==> src/pkg/dtc_pkg.sv <==
// Constants, encodings and field layout for the dual timer control block.
// Assumes one 125 MHz system clock and a synchronous active-high reset.
// Summary of operation
// Timer-2 enable gates interrupt or skip test.
// Timer-1 enable gates interrupt or skip test.
// External-0 enable gates interrupt or skip test.
// Spare enable bit stores and reads back.
// Unused control bits accept any value harmlessly.
// Reset clears all; back-up keeps trigger, pin.
// Trigger bit 3 gates the trigger pin.
// Trigger bit 2 picks polarity and level.
// Trigger bit 1 picks single or both edges.
// Trigger bit 0 lets pin control timer 1.
// Changing polarity or enable may set flag.
// Prescaler bit write-only; zero stops and initialises.
// Timer-1 bit 3 enables first pulse mode.
// Timer-1 run bit and source select.
// Timer-2 bit 3 enables second pulse mode.
// Timer-2 run bit and source select.
// Pin bit 3 selects shared pin role.
// Transfer instructions write and read registers.
// Pin bit 2 selects timer-1 auto-stop.
// Pin bit 1 selects timer-1 start sync.
// Pin bit 0 picks counted counter-pin-0 edge.
// Timers decrement per event, flag on underflow.
package dtc_pkg;
	// ----------------------------------------
	// Widths and reset values
	// ----------------------------------------
	localparam int REG_W = 4;
	localparam int TMR_W = 8;
	localparam logic [3:0] REG_RST = 4'h0;
	localparam logic PRE_RST = 1'b0;
	localparam logic [7:0] TMR_RST = 8'h00;
	// Prescaler division ratio in system clock cycles.
	localparam int PRESCALE_DIV = 4;
	localparam logic [3:0] PRESCALE_LAST = 4'(PRESCALE_DIV - 1);

	// ----------------------------------------
	// Field positions
	// ----------------------------------------
	localparam int IE_T2_BIT = 3;
	localparam int IE_T1_BIT = 2;
	localparam int IE_SPARE_BIT = 1;
	localparam int IE_EXT0_BIT = 0;
	localparam int TRG_PIN_EN_BIT = 3;
	localparam int TRG_POL_BIT = 2;
	localparam int TRG_BOTH_BIT = 1;
	localparam int TRG_T1CTL_BIT = 0;
	localparam int TMR_PWM_BIT = 3;
	localparam int TMR_RUN_BIT = 2;
	localparam int TMR_SRC_HI = 1;
	localparam int TMR_SRC_LO = 0;
	localparam int PIN_ROLE_BIT = 3;
	localparam int PIN_AUTOSTOP_BIT = 2;
	localparam int PIN_STSYNC_BIT = 1;
	localparam int PIN_EDGE_BIT = 0;

	// ----------------------------------------
	// Count source codes
	// ----------------------------------------
	localparam logic [1:0] T1_SRC_PULSE_MODE_TWO = 2'h0;
	localparam logic [1:0] T1_SRC_PRESC = 2'h1;
	localparam logic [1:0] T1_SRC_PIN1 = 2'h2;
	localparam logic [1:0] T1_SRC_RING = 2'h3;
	localparam logic [1:0] T2_SRC_TIMER_ONE_UNDERFLOW = 2'h0;
	localparam logic [1:0] T2_SRC_PRESC = 2'h1;
	localparam logic [1:0] T2_SRC_PIN0 = 2'h2;
	localparam logic [1:0] T2_SRC_SYS = 2'h3;

	// ----------------------------------------
	// Transfer and skip instructions
	// ----------------------------------------
	typedef enum logic [3:0] {
		DTC_OP_NOP = 4'h0,
		DTC_OP_WR_IRQ_EN = 4'h1,
		DTC_OP_RD_IRQ_EN = 4'h2,
		DTC_OP_WR_TRIG = 4'h3,
		DTC_OP_RD_TRIG = 4'h4,
		DTC_OP_WR_PRESC = 4'h5,
		DTC_OP_WR_TMR1 = 4'h6,
		DTC_OP_RD_TMR1 = 4'h7,
		DTC_OP_WR_TMR2 = 4'h8,
		DTC_OP_RD_TMR2 = 4'h9,
		DTC_OP_WR_PINF = 4'ha,
		DTC_OP_RD_PINF = 4'hb,
		DTC_OP_SKIP_T1 = 4'hc,
		DTC_OP_SKIP_T2 = 4'hd,
		DTC_OP_SKIP_EXT0 = 4'he,
		DTC_OP_SKIP_PIN = 4'hf
	} dtc_op_t;
endpackage

==> src/pkg/dtc_tmr_if.sv <==
// Carrier between the control logic and one down-counting timer.
// Assumes both ends run on the same system clock.
`timescale 1ns/10ps
interface dtc_tmr_if;
	logic tick;
	logic run;
	logic [7:0] reload;
	logic underflow;
	logic wave;
	logic [7:0] count;

	modport ctl
	(
		output tick,
		output run,
		output reload,
		input underflow,
		input wave,
		input count
	);
	modport tmr
	(
		input tick,
		input run,
		input reload,
		output underflow,
		output wave,
		output count
	);
endinterface

==> src/rtl/dtc_timer.sv <==
// One 8-bit down-counting timer with reload and a square wave output.
// Assumes tick is a one-cycle enable on clk_sys from the control logic.
`timescale 1ns/10ps
module dtc_timer
(
	input wire logic clk_sys,
	input wire logic reset,
	dtc_tmr_if.tmr bus
);
	typedef struct packed {
		logic [7:0] count;
		logic wave;
		logic udf;
	} dtc_tmr_state_t;

	dtc_tmr_state_t s_r;
	dtc_tmr_state_t s_nxt;

	// Stopping only masks the tick, so the count is kept while stopped.
	always_comb
	begin
		s_nxt = s_r;
		s_nxt.udf = 1'b0;
		if (bus.run && bus.tick)
		begin
			if (s_r.count == dtc_pkg::TMR_RST)
			begin
				s_nxt.count = bus.reload;
				s_nxt.udf = 1'b1;
				s_nxt.wave = ~s_r.wave;
			end
			else
			begin
				s_nxt.count = s_r.count - 8'h01;
			end
		end
	end

	// State register, cleared by reset.
	always_ff @(posedge clk_sys)
	begin
		if (reset)
		begin
			s_r <= '0;
		end
		else
		begin
			s_r <= s_nxt;
		end
	end

	assign bus.count = s_r.count;
	assign bus.wave = s_r.wave;
	assign bus.underflow = s_r.udf;
endmodule

==> src/rtl/dtc_top.sv <==
// Control registers, trigger pin logic, prescaler and two timers.
// Assumes the CPU issues one instruction strobe at a time on clk_sys.
`timescale 1ns/10ps
module dtc_top
(
	input wire logic clk_sys,
	input wire logic reset,
	input wire logic ram_backup,
	input wire logic xfer_valid,
	input wire logic [3:0] xfer_op,
	input wire logic [3:0] acc_wdata,
	output logic resp_valid,
	output logic [3:0] resp_data,
	output logic resp_skip,
	input wire logic [2:0] irq_ack,
	output logic irq_timer_one,
	output logic irq_timer_two,
	output logic irq_ext_zero,
	input wire logic trig_pin,
	input wire logic counter_pin_zero_i,
	output logic counter_pin_zero_o,
	output logic counter_pin_zero_oe,
	input wire logic counter_pin_one_i,
	output logic port_bit_b_oe_allow,
	input wire logic ring_osc_clk,
	output logic pulse_mode_two_o,
	input wire logic [7:0] timer_one_reload,
	input wire logic [7:0] timer_two_reload,
	output logic [7:0] timer_one_count,
	output logic [7:0] timer_two_count
);
	// ----------------------------------------
	// State
	// ----------------------------------------
	typedef struct packed {
		logic [3:0] irq_en;
		logic [3:0] trig_cfg;
		logic presc_run;
		logic [3:0] t1_cfg;
		logic [3:0] t2_cfg;
		logic [3:0] pin_cfg;
		logic [3:0] presc_cnt;
		logic presc_tick;
		logic [2:0] trg_s;
		logic [2:0] pin0_s;
		logic [2:0] pin1_s;
		logic [2:0] ring_s;
		logic trg_norm_prev;
		logic wave2_prev;
		logic t1_started;
		logic flag_t1;
		logic flag_t2;
		logic flag_ext;
		logic resp_valid;
		logic [3:0] resp_data;
		logic resp_skip;
		logic pin0_out;
		logic pulse_mode_two_out;
	} dtc_top_state_t;

	dtc_top_state_t s_r;
	dtc_top_state_t s_nxt;

	dtc_tmr_if t1_if ();
	dtc_tmr_if t2_if ();

	logic trg_norm;
	logic ext_edge;
	logic pin_level_match;
	logic pin0_edge;
	logic pin1_edge;
	logic ring_edge;
	logic pulse_mode_two_edge;
	logic t1_pin_ctl;
	logic t1_sync_sel;
	logic t1_autostop_sel;
	logic t1_tick;
	logic t2_tick;
	logic op_hit;
	dtc_pkg::dtc_op_t op;

	// Edge detect on a synchronised input; bit 1 is the settled sample.
	function automatic logic edge_of(input logic [2:0] s, input logic rising);
		logic e;
		e = rising ? (s[1] & ~s[2]) : (~s[1] & s[2]);
		return e;
	endfunction

	// ----------------------------------------
	// Trigger pin and source edges
	// ----------------------------------------
	// The level is folded with the polarity, so a change of the enable or
	// polarity bit looks like an edge and may set the external flag.
	// A gated pin reads as 0, the reset value, so no false edge follows reset.
	always_comb
	begin
		op = dtc_pkg::dtc_op_t'(xfer_op);
		op_hit = xfer_valid;
		trg_norm = s_r.trig_cfg[dtc_pkg::TRG_PIN_EN_BIT]
			& (s_r.trg_s[1] ^ ~s_r.trig_cfg[dtc_pkg::TRG_POL_BIT]);
		if (s_r.trig_cfg[dtc_pkg::TRG_BOTH_BIT])
		begin
			ext_edge = trg_norm ^ s_r.trg_norm_prev;
		end
		else
		begin
			ext_edge = trg_norm & ~s_r.trg_norm_prev;
		end
		pin_level_match = (s_r.trg_s[1] == s_r.trig_cfg[dtc_pkg::TRG_POL_BIT]);
		pin0_edge = edge_of(s_r.pin0_s, s_r.pin_cfg[dtc_pkg::PIN_EDGE_BIT]);
		pin1_edge = edge_of(s_r.pin1_s, 1'b1);
		ring_edge = edge_of(s_r.ring_s, 1'b1);
		pulse_mode_two_edge = t2_if.wave & ~s_r.wave2_prev;
		t1_pin_ctl = s_r.trig_cfg[dtc_pkg::TRG_T1CTL_BIT];
		t1_sync_sel = t1_pin_ctl & s_r.pin_cfg[dtc_pkg::PIN_STSYNC_BIT];
		t1_autostop_sel = t1_sync_sel & s_r.pin_cfg[dtc_pkg::PIN_AUTOSTOP_BIT];
	end

	// ----------------------------------------
	// Count source selection
	// ----------------------------------------
	always_comb
	begin
		unique case (s_r.t1_cfg[dtc_pkg::TMR_SRC_HI:dtc_pkg::TMR_SRC_LO])
			dtc_pkg::T1_SRC_PULSE_MODE_TWO: t1_tick = pulse_mode_two_edge;
			dtc_pkg::T1_SRC_PRESC: t1_tick = s_r.presc_tick;
			dtc_pkg::T1_SRC_PIN1: t1_tick = pin1_edge;
			dtc_pkg::T1_SRC_RING: t1_tick = ring_edge;
		endcase
		unique case (s_r.t2_cfg[dtc_pkg::TMR_SRC_HI:dtc_pkg::TMR_SRC_LO])
			dtc_pkg::T2_SRC_TIMER_ONE_UNDERFLOW: t2_tick = t1_if.underflow;
			dtc_pkg::T2_SRC_PRESC: t2_tick = s_r.presc_tick;
			dtc_pkg::T2_SRC_PIN0: t2_tick = pin0_edge;
			dtc_pkg::T2_SRC_SYS: t2_tick = 1'b1;
		endcase
	end

	// Run gating; with start sync the timer waits for a trigger edge.
	assign t1_if.tick = t1_tick;
	assign t1_if.run = s_r.t1_cfg[dtc_pkg::TMR_RUN_BIT]
		& (~t1_sync_sel | s_r.t1_started);
	assign t1_if.reload = timer_one_reload;
	assign t2_if.tick = t2_tick;
	assign t2_if.run = s_r.t2_cfg[dtc_pkg::TMR_RUN_BIT];
	assign t2_if.reload = timer_two_reload;

	// ----------------------------------------
	// Next state
	// ----------------------------------------
	always_comb
	begin
		s_nxt = s_r;
		// Three flops per external input; bit 2 only remembers the last sample.
		s_nxt.trg_s = {s_r.trg_s[1:0], trig_pin};
		s_nxt.pin0_s = {s_r.pin0_s[1:0], counter_pin_zero_i};
		s_nxt.pin1_s = {s_r.pin1_s[1:0], counter_pin_one_i};
		s_nxt.ring_s = {s_r.ring_s[1:0], ring_osc_clk};
		s_nxt.trg_norm_prev = trg_norm;
		s_nxt.wave2_prev = t2_if.wave;

		// Prescaler: cleared while stopped so it restarts from a known phase.
		s_nxt.presc_tick = 1'b0;
		if (!s_r.presc_run)
		begin
			s_nxt.presc_cnt = 4'h0;
		end
		else if (s_r.presc_cnt == dtc_pkg::PRESCALE_LAST)
		begin
			s_nxt.presc_cnt = 4'h0;
			s_nxt.presc_tick = 1'b1;
		end
		else
		begin
			s_nxt.presc_cnt = s_r.presc_cnt + 4'h1;
		end

		// Start sync latch, released again on underflow when auto-stop is on.
		if (!t1_sync_sel)
		begin
			s_nxt.t1_started = 1'b0;
		end
		else if (ext_edge)
		begin
			s_nxt.t1_started = 1'b1;
		end
		else if (t1_autostop_sel && t1_if.underflow)
		begin
			s_nxt.t1_started = 1'b0;
		end

		// Register transfers; every bit is stored as written, except that the prescaler write keeps only bit 0.
		s_nxt.resp_valid = op_hit;
		s_nxt.resp_data = 4'h0;
		s_nxt.resp_skip = 1'b0;
		if (op_hit)
		begin
			unique case (op)
				dtc_pkg::DTC_OP_NOP: s_nxt.resp_data = 4'h0;
				dtc_pkg::DTC_OP_WR_IRQ_EN: s_nxt.irq_en = acc_wdata;
				dtc_pkg::DTC_OP_RD_IRQ_EN: s_nxt.resp_data = s_r.irq_en;
				dtc_pkg::DTC_OP_WR_TRIG: s_nxt.trig_cfg = acc_wdata;
				dtc_pkg::DTC_OP_RD_TRIG: s_nxt.resp_data = s_r.trig_cfg;
				dtc_pkg::DTC_OP_WR_PRESC: s_nxt.presc_run = acc_wdata[0];
				dtc_pkg::DTC_OP_WR_TMR1: s_nxt.t1_cfg = acc_wdata;
				dtc_pkg::DTC_OP_RD_TMR1: s_nxt.resp_data = s_r.t1_cfg;
				dtc_pkg::DTC_OP_WR_TMR2: s_nxt.t2_cfg = acc_wdata;
				dtc_pkg::DTC_OP_RD_TMR2: s_nxt.resp_data = s_r.t2_cfg;
				dtc_pkg::DTC_OP_WR_PINF: s_nxt.pin_cfg = acc_wdata;
				dtc_pkg::DTC_OP_RD_PINF: s_nxt.resp_data = s_r.pin_cfg;
				dtc_pkg::DTC_OP_SKIP_T1: s_nxt.resp_skip =
					s_r.flag_t1 & ~s_r.irq_en[dtc_pkg::IE_T1_BIT];
				dtc_pkg::DTC_OP_SKIP_T2: s_nxt.resp_skip =
					s_r.flag_t2 & ~s_r.irq_en[dtc_pkg::IE_T2_BIT];
				dtc_pkg::DTC_OP_SKIP_EXT0: s_nxt.resp_skip =
					s_r.flag_ext & ~s_r.irq_en[dtc_pkg::IE_EXT0_BIT];
				dtc_pkg::DTC_OP_SKIP_PIN: s_nxt.resp_skip = pin_level_match;
			endcase
		end

		// Flags: a skip with its enable off consumes its flag; a new event wins a clear.
		s_nxt.flag_t1 = (s_r.flag_t1 & ~(irq_ack[0] | (op_hit
			&& op == dtc_pkg::DTC_OP_SKIP_T1 && !s_r.irq_en[dtc_pkg::IE_T1_BIT])))
			| t1_if.underflow;
		s_nxt.flag_t2 = (s_r.flag_t2 & ~(irq_ack[1] | (op_hit
			&& op == dtc_pkg::DTC_OP_SKIP_T2 && !s_r.irq_en[dtc_pkg::IE_T2_BIT])))
			| t2_if.underflow;
		s_nxt.flag_ext = (s_r.flag_ext & ~(irq_ack[2] | (op_hit
			&& op == dtc_pkg::DTC_OP_SKIP_EXT0 && !s_r.irq_en[dtc_pkg::IE_EXT0_BIT])))
			| ext_edge;

		// Pin drivers follow the pulse mode enables.
		s_nxt.pin0_out = s_r.t1_cfg[dtc_pkg::TMR_PWM_BIT] & t1_if.wave;
		s_nxt.pulse_mode_two_out = s_r.t2_cfg[dtc_pkg::TMR_PWM_BIT] & t2_if.wave;

		// Back-up clears only the volatile control registers.
		if (ram_backup)
		begin
			s_nxt.irq_en = dtc_pkg::REG_RST;
			s_nxt.t1_cfg = dtc_pkg::REG_RST;
			s_nxt.t2_cfg = dtc_pkg::REG_RST;
			s_nxt.presc_run = dtc_pkg::PRE_RST;
		end
	end

	// State register; reset clears everything including the pin setup.
	always_ff @(posedge clk_sys)
	begin
		if (reset)
		begin
			s_r <= '0;
		end
		else
		begin
			s_r <= s_nxt;
		end
	end

	// ----------------------------------------
	// Timers
	// ----------------------------------------
	dtc_timer u_timer_one
	(
		.clk_sys(clk_sys),
		.reset(reset),
		.bus(t1_if)
	);

	dtc_timer u_timer_two
	(
		.clk_sys(clk_sys),
		.reset(reset),
		.bus(t2_if)
	);

	// ----------------------------------------
	// Outputs
	// ----------------------------------------
	// Interrupt requests are levels until acknowledged or disabled; a skip never clears an enabled flag.
	assign irq_timer_one = s_r.flag_t1 & s_r.irq_en[dtc_pkg::IE_T1_BIT];
	assign irq_timer_two = s_r.flag_t2 & s_r.irq_en[dtc_pkg::IE_T2_BIT];
	assign irq_ext_zero = s_r.flag_ext & s_r.irq_en[dtc_pkg::IE_EXT0_BIT];
	assign resp_valid = s_r.resp_valid;
	assign resp_data = s_r.resp_data;
	assign resp_skip = s_r.resp_skip;
	assign counter_pin_zero_o = s_r.pin0_out;
	assign counter_pin_zero_oe = s_r.pin_cfg[dtc_pkg::PIN_ROLE_BIT];
	assign port_bit_b_oe_allow = ~s_r.pin_cfg[dtc_pkg::PIN_ROLE_BIT];
	assign pulse_mode_two_o = s_r.pulse_mode_two_out;
	assign timer_one_count = t1_if.count;
	assign timer_two_count = t2_if.count;
endmodule

==> config.mk <==
export PLATFORM = sky130hd
export DESIGN_NAME = dtc_top
export DESIGN_NICKNAME = d
export VERILOG_FILES = /design/src/pkg/dtc_pkg.sv /design/src/pkg/dtc_tmr_if.sv /design/src/rtl/dtc_timer.sv /design/src/rtl/dtc_top.sv
export SDC_FILE = /design/constraint.sdc
export NUM_CORES = 1
export LEC_CHECK = 0
export BUFFER_PORTS_ARGS = -buffer_cell sky130_fd_sc_hd__buf_2
export CAP_MARGIN = 20
export CORE_MARGIN = 5
export CORE_UTILIZATION = 50
export CTS_CLUSTER_SIZE = 10
export DETAILED_ROUTE_END_ITERATION = 12
export PLACE_DENSITY = 0.71
export SKIP_CTS_REPAIR_TIMING = 1
export SLEW_MARGIN = 40
export SYNTH_ARGS = -nofsm -noshare
export SYNTH_HDL_FRONTEND = slang
export SYNTH_SLANG_ARGS = --single-unit
==> constraint.sdc <==
create_clock -name clk_sys -period 3 [get_ports clk_sys]
set_clock_uncertainty 0.1 [all_clocks]
set_input_delay 0.15 -clock clk_sys [delete_from_list [all_inputs] [get_ports clk_sys]]
set_output_delay 0.15 -clock clk_sys [all_outputs]
set_load 0.02 [all_outputs]
==> flow_metrics.env <==
export IMPL_gp_congestion=0.914
export IMPL_start_util_pct=51.0
export IMPL_dieArea_um2=8610
export IMPL_cts_sinks=71
export IMPL_maxSlewHeadroom_pct=51.1
export IMPL_end_kind="flip-flop"
export IMPL_ys_types=55
export IMPL_maxCapViolCount=0
export IMPL_fp_coreArea_um2=6720
export IMPL_drtIter0Drc=111
export IMPL_yosysWarnings=0
export IMPL_fillers=605
export IMPL_post_route_min_period_ns=2.32
export IMPL_drive_gt1_share_pct=22.3
export IMPL_arrival_ns=2.45
export IMPL_clk_pin_slew_ns=0.08
export IMPL_path_class="reg -> reg"
export IMPL_grt_usage_pct=19.7
export IMPL_dpl_cell_count=509
export IMPL_required_ns=3.13
export IMPL_ir_drop_mv=0.224
export IMPL_synthesis_area_um2=3430
export IMPL_num_vias=3064
export IMPL_dpl_hpwl_mm=5.86
export IMPL_htree_levels=3
export IMPL_diodes=0
export IMPL_grt_pass1_wl_mm=13.6
export IMPL_wl_per_cell_um=15.6
export IMPL_syn_avg_cell_area_um2=8.88
export IMPL_drtPass1Iterations=4
export IMPL_antenna_found_initial=0
export IMPL_yosysSeqAreaShare_pct=41.5
export IMPL_totalWireLength_mm=8.27
export IMPL_drc=0
export IMPL_root_buffer="clkbuf_8"
export IMPL_grt_pass1_vias=2917
export IMPL_worstPathMaxFanout=10
export IMPL_grt_overflow_total=0
export IMPL_io_buffers=63
export IMPL_clk_latency_ns=0.34
export IMPL_final_cells=529
export IMPL_leakage_nw=1.65
export IMPL_num_nets_final=485
export IMPL_numCtsBuffers=9
export IMPL_io_pin_count=64
export IMPL_rsz0062_at_grt="no"
export IMPL_synthArstFlopShare_pct=0
export IMPL_drv_slew=0
export IMPL_syn_num_nets=427
export IMPL_postLayoutCoreUtil_pct=59.6
export IMPL_multiInputGateArea_um2=1830
export IMPL_hold_viol=0
export IMPL_power_density_nw_per_um2=457
export IMPL_grt_max_degree=41
export IMPL_cp_start_kind="flip-flop"
export IMPL_period_share_pct=77.4
export IMPL_drt_vias_per_instance=5.79
export IMPL_yosys_register_bits=71
export IMPL_fmax_mhz=430
export IMPL_die_w_um=92.8
export IMPL_clockBufferDepth=2
export IMPL_tightest_slew_ns=0.733
export IMPL_status="finished, final reports clean"
export IMPL_row_count=30
export IMPL_cts_tree="yes"
export IMPL_synth_edff_count=0
export IMPL_hp_class="in -> reg"
export IMPL_synthFlopType="dfxtp_1"
export IMPL_seqCellArea_um2=1420
export IMPL_finalSetupViolCount=0
export IMPL_area_growth_syn_to_layout_pct=16.9
export IMPL_netlist_instances=386
export IMPL_drtAntennaViolNets=0
export IMPL_tns_ns=0
export IMPL_die_h_um=92.8
per-stage QoR:
step	cell area [um2]	hold WS [ns]	power (mW)	worst slack, ns
finish	4000	0.00705	1.83	0.677
global route	4000	0.0116	1.90	0.443
CTS	3960	-0.102	1.84	0.706
detailed placement	3770	0.267	1.09	0.727
global placement	3770	0.259	1.09	0.821
floorplan	3430	0.138	1.04	0.909
metal layers:
metal	up-vias	global-route usage, %	wire length, um
met5	-	0	0
met4	0	9.40	132
met3	10	3.74	567
met2	105	31.5	3880
met1	1439	25.5	3690
li1	1510	-	-
flip-flops by register name (all words and copies together), names as in the netlist:
| register | cells |
|---|---|
| s_r | 34 |
| s_nxt | 8 |
| u_timer_one.bus.count | 8 |
| u_timer_two.bus.count | 8 |
| resp_data | 4 |
| counter_pin_zero_o | 1 |
| counter_pin_zero_oe | 1 |
| pulse_mode_two_o | 1 |
| resp_skip | 1 |
| resp_valid | 1 |
| u_timer_one.bus.underflow | 1 |
| u_timer_one.bus.wave | 1 |
| u_timer_two.bus.underflow | 1 |
| u_timer_two.bus.wave | 1 |
power by group:
group          switching [mW]  internal [mW]
sequential            0.00435          0.951
combinational          0.0688         0.0468
clock                   0.356          0.402
total                   0.429           1.40
synth_stat cells, types with 3 or more instances:
library cell	count	share of area (%)
a211oi_1	7	1.5
and2_1	7	1.3
o311ai_0	8	2.0
or2_2	4	0.73
and3_1	3	0.55
nand2b_1	6	1.1
a22oi_1	6	1.3
mux2_2	4	1.3
nor2_1	30	3.3
o31ai_1	7	1.5
nand3_1	4	0.58
inv_1	18	2.0
o32ai_1	4	1.0
buf_1	3	0.33
or3_1	4	0.73
nor3_1	13	1.9
buf_4	4	0.88
buf_2	5	0.73
nand2_1	31	3.4
nor3b_1	6	1.3
ha_1	6	2.2
nor4_1	7	1.3
a311oi_1	4	1.0
nor2b_1	18	3.3
a21oi_1	22	3.2
nor4b_1	3	0.77
dfxtp_1	71	41
mux2i_1	18	5.3
nand3b_1	6	1.3
clkbuf_1	12	1.3
o21ai_0	14	2.0
final timing paths:
| kind | slack [ns] | to | start | cells past startpoint |
|---|---|---|---|---|
| max | 0.68 | u_timer_one.bus.wave | u_timer_one.bus.count[0] | 6 |
| min | 0.007 | s_r[8] | irq_ack[2] | 4 |
| max reg2reg | 0.68 | u_timer_one.bus.wave | u_timer_one.bus.count[0] | 6 |
| min reg2reg | 0.34 | s_nxt[19] | s_nxt[18] | 1 |
critical path, stage by stage (launching register included):
cell,delay [ns]
dfxtp_1,0.39
inv_1,0.13
ha_1,0.21
nor3b_2,0.48
nand2_1,0.29
nor3_1,0.27
mux2_2,0.35
layout make-up:
class / count / area share, %
multi-input combinational: 273 / 45.8
sequential: 71 / 35.5
timing repair buffer: 71 / 9.63
clock buffer: 10 / 3.44
tap: 80 / 2.50
inverter: 18 / 1.69
clock inverter: 6 / 1.50
kinds of logic after synthesis:
group           count (synthesis)  share of synthesized area (%)
xor+xnor                        3                          0.767
simple gates                  152                           25.1
mux                            22                           6.57
fa+ha+maj                       6                           2.19
buf+inv                        42                           5.22
compound gates                 90                           18.7
flops                          71                           41.5
cells in the final DEF, fill, tap and decap left out, drive strengths merged, types with 8 or more instances in the layout:
| cell type | n |
|---|---|
| buf | 67 |
| o311ai | 9 |
| inv | 18 |
| a211oi | 8 |
| nor2b | 18 |
| nand2 | 31 |
| o21ai | 14 |
| clkbuf | 10 |
| nor2 | 30 |
| a21oi | 22 |
| mux2i | 18 |
| dfxtp | 71 |
| nor4 | 8 |
| nor3 | 13 |
Note: power is estimated with default switching activity, not from simulation.
